--- src/uvm_consts.vh ---
// constants and rule overview for the undervoltage monitor logic
// Overview of operation
// route one of four monitored sources to the comparator by a 2-bit select.
// select 00 analog supply, 01 first pin, 10 second pin, 11 third pin.
// drive 4-bit threshold code, 0000..1111 meaning 1.8 V to 3.3 V.
// filter enable bit one puts the digital filter before trigger logic.
// filter clock select one uses fast oscillator, zero the 150 kHz RC clock.
// filter width select gives 1,3,7,15,63,255,1023,4095 filter clocks.
// with filter on, pulses shorter than the width cause nothing.
// filter output changes only after input stable for the width; else passes.
// expose filtered level as status and on an observation output pin.
// detector output high while voltage below threshold; falling voltage is rising edge.
// voltage recovering above threshold is a falling edge, caught by rising trigger.
// level trigger fires whenever monitored voltage is below threshold.
// falling trigger fires when voltage crosses from above to below threshold.
// rising trigger fires when voltage crosses from below back above threshold.
// trigger enables independent; any enabled condition met causes a trigger.
// action bit one sends triggers to reset request, zero to interrupt.
// never both interrupt and reset from one detection.
// trigger sets interrupt flag; interrupt line only when enable bit is one.
// software clears the interrupt flag by writing zero; device never clears it.
// flags clear only by software; new event needs clear then new trigger.
// detector and interrupt keep working in low-power modes and can wake.
// software programs all settings first and sets detector enable last.
// software clears the flag at init and in the interrupt handler.
`ifndef UVM_CONSTS_VH
`define UVM_CONSTS_VH

`define UVM_SRC_SUPPLY   2'h0
`define UVM_SRC_PIN_A    2'h1
`define UVM_SRC_PIN_B    2'h2
`define UVM_SRC_PIN_C    2'h3

`define UVM_FW_1         3'h0
`define UVM_FW_3         3'h1
`define UVM_FW_7         3'h2
`define UVM_FW_15        3'h3
`define UVM_FW_63        3'h4
`define UVM_FW_255       3'h5
`define UVM_FW_1023      3'h6
`define UVM_FW_4095      3'h7

`define UVM_CNT_W        12
`define UVM_CNT_ZERO     12'h000
`define UVM_CNT_ONE      12'h001
`define UVM_LIM_1        12'h001
`define UVM_LIM_3        12'h003
`define UVM_LIM_7        12'h007
`define UVM_LIM_15       12'h00f
`define UVM_LIM_63       12'h03f
`define UVM_LIM_255      12'h0ff
`define UVM_LIM_1023     12'h3ff
`define UVM_LIM_4095     12'hfff

`define UVM_SRC_RST      2'h0
`define UVM_TH_RST       4'h0

`endif

--- src/uvm_filter.v ---
// digital glitch filter running in the main clock with a filter clock tick
`timescale 1ns/1ps
`include "uvm_consts.vh"

module uvm_filter
(
	input  wire       clk,
	input  wire       rst_b,
	input  wire       tick,
	input  wire       filt_on,
	input  wire [2:0] width_sel,
	input  wire       din,
	output reg        dout
);

	reg  [`UVM_CNT_W-1:0] cnt_r;
	reg  [`UVM_CNT_W-1:0] lim;

	// width code to required count of stable filter clocks
	always @*
	begin
		case (width_sel)
			`UVM_FW_1:    lim = `UVM_LIM_1;
			`UVM_FW_3:    lim = `UVM_LIM_3;
			`UVM_FW_7:    lim = `UVM_LIM_7;
			`UVM_FW_15:   lim = `UVM_LIM_15;
			`UVM_FW_63:   lim = `UVM_LIM_63;
			`UVM_FW_255:  lim = `UVM_LIM_255;
			`UVM_FW_1023: lim = `UVM_LIM_1023;
			default:      lim = `UVM_LIM_4095;
		endcase
	end

	// a differing input must persist lim ticks; any return restarts the count
	always @(posedge clk or negedge rst_b)
	begin
		if (!rst_b)
		begin
			cnt_r <= `UVM_CNT_ZERO;
			dout  <= 1'b0;
		end
		else if (!filt_on)
		begin
			cnt_r <= `UVM_CNT_ZERO;
			dout  <= din;
		end
		else if (din == dout)
			cnt_r <= `UVM_CNT_ZERO;
		else if (tick)
		begin
			if (cnt_r + `UVM_CNT_ONE >= lim)
			begin
				dout  <= din;
				cnt_r <= `UVM_CNT_ZERO;
			end
			else
				cnt_r <= cnt_r + `UVM_CNT_ONE;
		end
	end

endmodule // uvm_filter

--- src/uvm_undervoltage_monitor.v ---
// undervoltage monitor: source/threshold drive, filtering, triggers, actions
`timescale 1ns/1ps
`include "uvm_consts.vh"

module uvm_undervoltage_monitor
(
	input  wire       clk,
	input  wire       rst_b,
	input  wire       monitor_enable,
	input  wire [1:0] source_select,
	input  wire [3:0] threshold_code,
	input  wire       filter_enable_bit,
	input  wire       filter_clock_select,
	input  wire [2:0] filter_width_select,
	input  wire       level_trig_en,
	input  wire       fall_trig_en,
	input  wire       rise_trig_en,
	input  wire       action_reset,
	input  wire       irq_enable_bit,
	input  wire       irq_flag_clear_b,
	input  wire       reset_flag_clear_b,
	input  wire       comparator_out,
	input  wire       fast_internal_oscillator,
	input  wire       rc_osc_150k,
	output reg        analog_supply_sel,
	output reg  [2:0] pin_sel,
	output reg  [3:0] threshold_out,
	output reg        comparator_en,
	output reg        filtered_level,
	output reg        detector_output_pin,
	output reg        irq_flag,
	output reg        irq_out,
	output reg        reset_flag,
	output reg        reset_req
);

	reg  cmp_s1_r;
	reg  cmp_s2_r;
	reg  fck_s1_r;
	reg  fck_s2_r;
	reg  fck_d_r;
	reg  flt_d_r;
	reg  armed_r;
	wire fck_sel;
	wire flt;
	wire tick;
	wire fall_ev;
	wire rise_ev;
	wire trig;

	// pick filter clock source; the selected clock is sampled, not used as a clock
	assign fck_sel = filter_clock_select ? fast_internal_oscillator : rc_osc_150k;

	// two-stage synchronisers for the comparator and filter clock
	always @(posedge clk or negedge rst_b)
	begin
		if (!rst_b)
		begin
			cmp_s1_r <= 1'b0;
			cmp_s2_r <= 1'b0;
			fck_s1_r <= 1'b0;
			fck_s2_r <= 1'b0;
			fck_d_r  <= 1'b0;
		end
		else
		begin
			cmp_s1_r <= comparator_out;
			cmp_s2_r <= cmp_s1_r;
			fck_s1_r <= fck_sel;
			fck_s2_r <= fck_s1_r;
			fck_d_r  <= fck_s2_r;
		end
	end

	// a fast oscillator above clk/2 aliases; ticks are then only approximate
	assign tick = fck_s2_r & ~fck_d_r;

	uvm_filter u_filter
	(
		.clk       (clk),
		.rst_b     (rst_b),
		.tick      (tick),
		.filt_on   (filter_enable_bit),
		.width_sel (filter_width_select),
		.din       (cmp_s2_r),
		.dout      (flt)
	);

	// comparator high means below threshold: rising = voltage falling
	assign fall_ev = flt & ~flt_d_r;
	assign rise_ev = ~flt & flt_d_r;
	assign trig = monitor_enable & ((level_trig_en & flt) | (fall_trig_en & fall_ev)
		| (rise_trig_en & rise_ev));

	// analog-side drive registers
	always @(posedge clk or negedge rst_b)
	begin
		if (!rst_b)
		begin
			analog_supply_sel <= 1'b1;
			pin_sel           <= 3'h0;
			threshold_out     <= `UVM_TH_RST;
			comparator_en     <= 1'b0;
		end
		else
		begin
			analog_supply_sel <= (source_select == `UVM_SRC_SUPPLY);
			pin_sel[0]        <= (source_select == `UVM_SRC_PIN_A);
			pin_sel[1]        <= (source_select == `UVM_SRC_PIN_B);
			pin_sel[2]        <= (source_select == `UVM_SRC_PIN_C);
			threshold_out     <= threshold_code;
			comparator_en     <= monitor_enable;
		end
	end

	// level observation and edge history
	always @(posedge clk or negedge rst_b)
	begin
		if (!rst_b)
		begin
			flt_d_r             <= 1'b0;
			filtered_level      <= 1'b0;
			detector_output_pin <= 1'b0;
		end
		else
		begin
			flt_d_r             <= flt;
			filtered_level      <= flt;
			detector_output_pin <= flt;
		end
	end

	// sticky flags; the set wins over a same-cycle clear so no event is lost
	always @(posedge clk or negedge rst_b)
	begin
		if (!rst_b)
		begin
			irq_flag   <= 1'b0;
			reset_flag <= 1'b0;
			armed_r    <= 1'b1;
		end
		else
		begin
			// rearm only after software cleared the flag and trigger dropped
			if (!irq_flag && !reset_flag && !trig)
				armed_r <= 1'b1;
			if (trig && armed_r)
			begin
				armed_r <= 1'b0;
				if (action_reset)
					reset_flag <= 1'b1;
				else
					irq_flag <= 1'b1;
			end
			else
			begin
				if (!irq_flag_clear_b)
					irq_flag <= 1'b0;
				if (!reset_flag_clear_b)
					reset_flag <= 1'b0;
			end
		end
	end

	// outputs toward the core; irq stays usable in low power for wake-up
	always @(posedge clk or negedge rst_b)
	begin
		if (!rst_b)
		begin
			irq_out   <= 1'b0;
			reset_req <= 1'b0;
		end
		else
		begin
			irq_out   <= irq_flag & irq_enable_bit;
			reset_req <= reset_flag;
		end
	end

endmodule // uvm_undervoltage_monitor

--- config.mk ---
export PLATFORM = sky130hd
export DESIGN_NAME = uvm_undervoltage_monitor
export DESIGN_NICKNAME = d
export VERILOG_FILES = /design/src/uvm_filter.v /design/src/uvm_undervoltage_monitor.v
export VERILOG_INCLUDE_DIRS = /design/src
export SDC_FILE = /design/constraint.sdc
export NUM_CORES = 1
export LEC_CHECK = 0
export ABC_AREA = 1
export BUFFER_PORTS_ARGS = -buffer_cell sky130_fd_sc_hd__buf_2
export CAP_MARGIN = 20
export CORE_UTILIZATION = 45
export DETAILED_ROUTE_END_ITERATION = 10
export PLACE_DENSITY = 0.66
export SYNTH_ARGS = -nofsm -noshare
export SYNTH_HDL_FRONTEND = slang
export SYNTH_SLANG_ARGS = --single-unit
--- constraint.sdc ---
create_clock -name clk -period 3.65 [get_ports clk]
set_clock_uncertainty 0.15 [all_clocks]
set_input_delay 0.73 -clock clk [delete_from_list [all_inputs] [get_ports clk]]
set_output_delay 0.73 -clock clk [all_outputs]
set_load 0.03 [all_outputs]
Yosys cells after proc, flatten, opt, wreduce, memory -nomap -nowiden. Cells that the tools add are included.

Bits in registers: 33. Input port bits: 24. Output and inout bits: 15. Logic and storage cells: 80.

Add/sub/neg operators: 1. $lt $le $gt $ge: 1. Eq/ne operators: 18. Multiplexer cells: 18. Bitwise gates (word level): 13. Reduce and logical (&&, ||, !) cells: 12.

Operator list (number): 12-bit case mux with 7 select lines (1); 12-bit 2-to-1 mux (4); 1-bit 2-to-1 mux (13); 12-bit by 1-bit adder with 12-bit output, second input constant (1); 12-bit >= comparator (1); 3-bit == test, second input constant (3); 1-bit AND (8); 2-bit by 1-bit inequality test with 1-bit output, second input constant (4); 3-bit by 2-bit == test with 1-bit output, second input constant (2); 2-bit inequality test, second input constant (3); 2-bit == test, second input constant (2); 2-bit AND reduction (2); 3-bit by 1-bit == test with 1-bit output, second input constant (1); 1-bit logical AND (3); 1-bit zero test (3); 3-bit zero test (1); 3-bit by 1-bit inequality test with 1-bit output, second input constant (1); 1-bit inverter (3); 3-bit AND reduction (1); 2-bit by 1-bit == test with 1-bit output, second input constant (1); 2-bit zero test (1); 1-bit OR (2); 2-bit nonzero test (1); 1-bit == test (1).

Logic depth before layout (Yosys ltp).
Word-level depth: 10. Depth in mapped cells: 17. Mapped depth without buffers: 17.

Hierarchy. Synthesis repeated with hierarchy kept, for this count alone.

Cell total of the unflattened synthesis: 204. Area total of the unflattened synthesis: 1794.2 µm².

By module, submodules not included: uvm_filter (times used 1, cells an instance 151, area an instance 1142.3 µm², seq. area each 325.3 µm²); uvm_undervoltage_monitor (times used 1, cells an instance 53, area an instance 651.9 µm², seq. area each 503.0 µm²).

Worst setup path before layout. OpenSTA, ideal clock, no wires.

Path kind: register -> register. Start: register u_filter.cnt_r[0]. End: register u_filter.dout. Library setup time: 0.117 ns. Data arrival time: 2.134 ns. Required time: 3.383 ns. Path slack: 1.250 ns. Cell stages (with the launch flop): 17. Buffers on the path: 1. Period minus slack after synthesis: 2.400 ns. Cell sequence: dfrtp_1 > ha_1 > nand2_1 > nor2_2 > nand3_1 > xor2_1 > inv_1 > ha_1 > nand2_1 > o21ai_0 > nand2_1 > nand2_1 > nor2_1 > nand2_2 > buf_6 > nand3_1 > nand2_1.

Word-level cells in the longest chain between the ends: 4.

Ends and longest elaborated chain: start: declaration (RTL line uvm_filter.v:16) `` reg [`UVM_CNT_W-1:0] cnt_r; ``; start signal: assignment (RTL line uvm_filter.v:39) `` cnt_r <= `UVM_CNT_ZERO; ``; start signal: assignment (RTL line uvm_filter.v:44) `` cnt_r <= `UVM_CNT_ZERO; ``; start signal: assignment (RTL line uvm_filter.v:48) `` cnt_r <= `UVM_CNT_ZERO; ``; 12-bit by 1-bit adder with 12-bit output (no line); 12-bit >= comparator (RTL line uvm_filter.v:51) `` if (cnt_r + `UVM_CNT_ONE >= lim) ``; 2-bit by 1-bit inequality test with 1-bit output (no line); 3-bit AND reduction (no line); end signal: assignment (RTL line uvm_filter.v:45) `dout <= din;`; end signal: assignment (RTL line uvm_filter.v:53) `dout <= din;`; end: declaration (RTL line uvm_filter.v:13) `output reg dout`.

Every way passes these cells. A chain may end at the register's enable or synchronous reset.

Final worst setup path. Same ends and word-level chain as after synthesis.

==> flow_metrics.tcl <==
set metrics [dict create \
    status "completed" \
    clk_latency_ns 0.28 \
    finalMaxSlewViolations 0 \
    initial_core_util 0.472 \
    grt_max_degree 34 \
    postSynthCellCount 207 \
    p_comb_frac 0.164 \
    finalWirelength_um 3220 \
    critPathKind "flop to flop" \
    hold_depth 0 \
    path_buf_inv 1 \
    maxSlewHeadroom 0.402 \
    crit_family "simple AND/OR/NAND/NOR gates" \
    power.share.switching 0.286 \
    vias 1408 \
    setup_viol_count_final 0 \
    reg2reg_from "u_filter.cnt_r[0]" \
    avgViaCountPerCell 4.72 \
    ys_types 30 \
    grt_pass1_wl_um 5740 \
    die_h_um 64.0 \
    cts_resized 0 \
    cts_max_path_buffers 2 \
    min_path_type "flop to flop" \
    cts.clk_slew.worst_paths_ns 0.07 \
    cpMaxStageDelayCell "dfrtp_1" \
    die_x_um 64.0 \
    drt-initial-drc-count 46 \
    p_leak_nw 1.10 \
    ctsHoldBuffers 0 \
    post-route-period-util 0.757 \
    die_area_mm2 0.00409 \
    cts_sinks 33 \
    first_pass_iters 4 \
    drive_above_1_share 0.216 \
    fmax_ghz 0.362 \
    cts_root_buffer "clkbuf_8" \
    clockPowerShare 0.320 \
    grt.total_usage 0.183 \
    cp.arrival_ns 2.79 \
    power.density_mw_per_mm2 386 \
    yosysWarnings 0 \
    num_rows 22 \
    ir_drop_mv 0.348 \
    io_pins 39 \
    cts_tree "done" \
    tightestPinTransition_ns 0.894 \
    ys_seq_area_frac 0.479 \
    avgSynthCellArea_um2 8.35 \
    endpoint_kind "flop" \
    postCtsSetupBuffers 0 \
    wire_per_inst_um 10.8 \
    diodes 0 \
    cp.depth 14 \
    place_congestion 0.827 \
    drc 0 \
    cp_cell_sequence "ha_1, nand2_1, nor2_2, nand3_1, xor2_1, inv_1, ha_1, nand2_1, nor4_1, nand2_2, nand2_2, nand2_1, nand2_1, nand2_1" \
    r2r_cells 14 \
    worstHoldStart "fck_s1_r" \
    first_global_vias 1365 \
    rsz0062_at_grt "false" \
    hpwl_um 2450 \
    r2r_slack_ns 0.89 \
    cts_buffers 5 \
    finalSetupTns_ns 0 \
    fin_nets 284 \
    hold_viol 0 \
    grt-ovfl-total 0 \
    synth_nets 242 \
    area_delta_synth_final_pct 17.9 \
    cap_violations 0 \
    syn_area_mm2 0.00173 \
    fin_util 0.557 \
    core_mm2 0.00366 \
    ys_seq_elements 33 \
    p_seq_frac 0.516 \
    slowest_delay_ns 0.44 \
    post-route-min-period_ns 2.76 \
    antenna_found_initial 0 \
    netSwitchingPower_w 0.000225 \
    timing.rr.end "u_filter.dout" \
    internal_power_w 0.000562 \
    drtAntennaViolNets 0 \
    hold_path_end "fck_s2_r" \
    path_common_cell "nand2_1" \
    place.port_buffers 38 \
    htreeDepth 2 \
    path_max_fanout 12 \
    cp-start-kind "flop" \
    cp.required_ns 3.67 \
]
## sequential cells by signal, summed over array words and instances (netlist names)
| register | count |
|---|---|
| cmp_s1_r | 1 |
| pin_sel | 3 |
| reset_flag | 1 |
| flt_d_r | 1 |
| threshold_out | 4 |
| irq_flag | 1 |
| fck_s2_r | 1 |
| armed_r | 1 |
| comparator_en | 1 |
| u_filter.cnt_r | 12 |
| cmp_s2_r | 1 |
| reset_req | 1 |
| fck_d_r | 1 |
| irq_out | 1 |
| u_filter.dout | 1 |
| fck_s1_r | 1 |
| analog_supply_sel | 1 |
## placed cells by master (no fill, tap or decap), types with 2 or more instances in the layout
| cell type | n |
|---|---|
| o22ai_1 | 7 |
| ha_1 | 11 |
| dfstp_2 | 2 |
| inv_1 | 33 |
| xor2_1 | 5 |
| clkinv_2 | 2 |
| nand2_2 | 2 |
| nand3_1 | 8 |
| nor2_1 | 15 |
| o21ai_0 | 5 |
| buf_2 | 38 |
| nor3_1 | 5 |
| dfrtp_1 | 31 |
| clkbuf_8 | 5 |
| a21oi_1 | 7 |
| nand2_1 | 55 |
| nand4_1 | 5 |
## layer usage
| layer | global-route usage | vias to the layer above | share of wire |
|---|---|---|---|
| met1 | 0.239 | 619 | 0.49 |
| met5 | 0 | - | 0 |
| met2 | 0.291 | 43 | 0.44 |
| met3 | 0.0482 | 5 | 0.050 |
| li1 | - | 741 | - |
| met4 | 0.0710 | 0 | 0.016 |
## power groups by stage
stage	Sequential [W]	Combinational, W	Clock (W)
2_1_floorplan	0.000436	0.0000615	0
3_3_place_gp	0.000413	0.000129	0
3_5_place_dp	0.000413	0.000130	0
4_1_cts	0.000407	0.000130	0.000262
5_1_grt	0.000410	0.000145	0.000279
6_report	0.000406	0.000129	0.000252
## cell type report
type	count	area [µm²]
clock buffer	6	72.6
tap	48	60.1
timing repair buffer	38	190
fill	353	1620
clock inverter	2	10.0
inverter	35	131
multi-input combinational	136	746
sequential	33	828
## worst max-delay path by stage
stage	startpoint	endpoint	slack (ns)
4_1_cts	u_filter.cnt_r[0]	u_filter.dout	0.90
3_5_place_dp	u_filter.cnt_r[0]	u_filter.dout	0.93
2_1_floorplan	u_filter.cnt_r[0]	u_filter.dout	1.25
6_report	u_filter.cnt_r[0]	u_filter.dout	0.89
3_3_place_gp	u_filter.cnt_r[0]	u_filter.dout	0.92
5_1_grt	u_filter.cnt_r[0]	u_filter.dout	0.59
## cell families after synthesis
logic type                 synth area share
and+or+nand+nor                       0.226
muxes                               0.00651
buffers and inverters                0.0897
DFF                                   0.479
AOI/OAI and AO/OA                    0.0890
adders and majority gates            0.0796
xor gates and xnor gates             0.0304
## stage by stage
stage | total power [W] | area [µm²] | hold WS, ns | std cells | worst slack [ns]
after floorplan | 0.000497 | 1730 | 0.181 | 207 | 1.25
after global placement | 0.000542 | 1960 | 0.185 | 290 | 0.919
after detailed placement | 0.000543 | 1960 | 0.187 | 290 | 0.928
after CTS | 0.000799 | 2040 | 0.201 | 298 | 0.901
after global routing | 0.000834 | 2040 | 0.218 | 298 | 0.594
final | 0.000788 | 2040 | 0.199 | 298 | 0.885
## cell usage after synthesis, drive strengths merged
master,number,share of area
nand2,57,0.13
o21ai,7,0.022
o22ai,8,0.033
xnor2,1,0.0051
a211oi,1,0.0043
dfrtp,31,0.45
and2,1,0.0036
xor2,5,0.025
buf,3,0.014
nand3,8,0.023
ha,11,0.080
mux2,1,0.0065
nor3,5,0.014
dfstp,2,0.030
a21oi,7,0.020
nor4,1,0.0036
a22oi,1,0.0043
clkinv,1,0.0022
nand4,5,0.018
inv,34,0.074
a311oi,1,0.0051
nor2,16,0.036
Note: power is estimated with default switching activity, not from simulation.
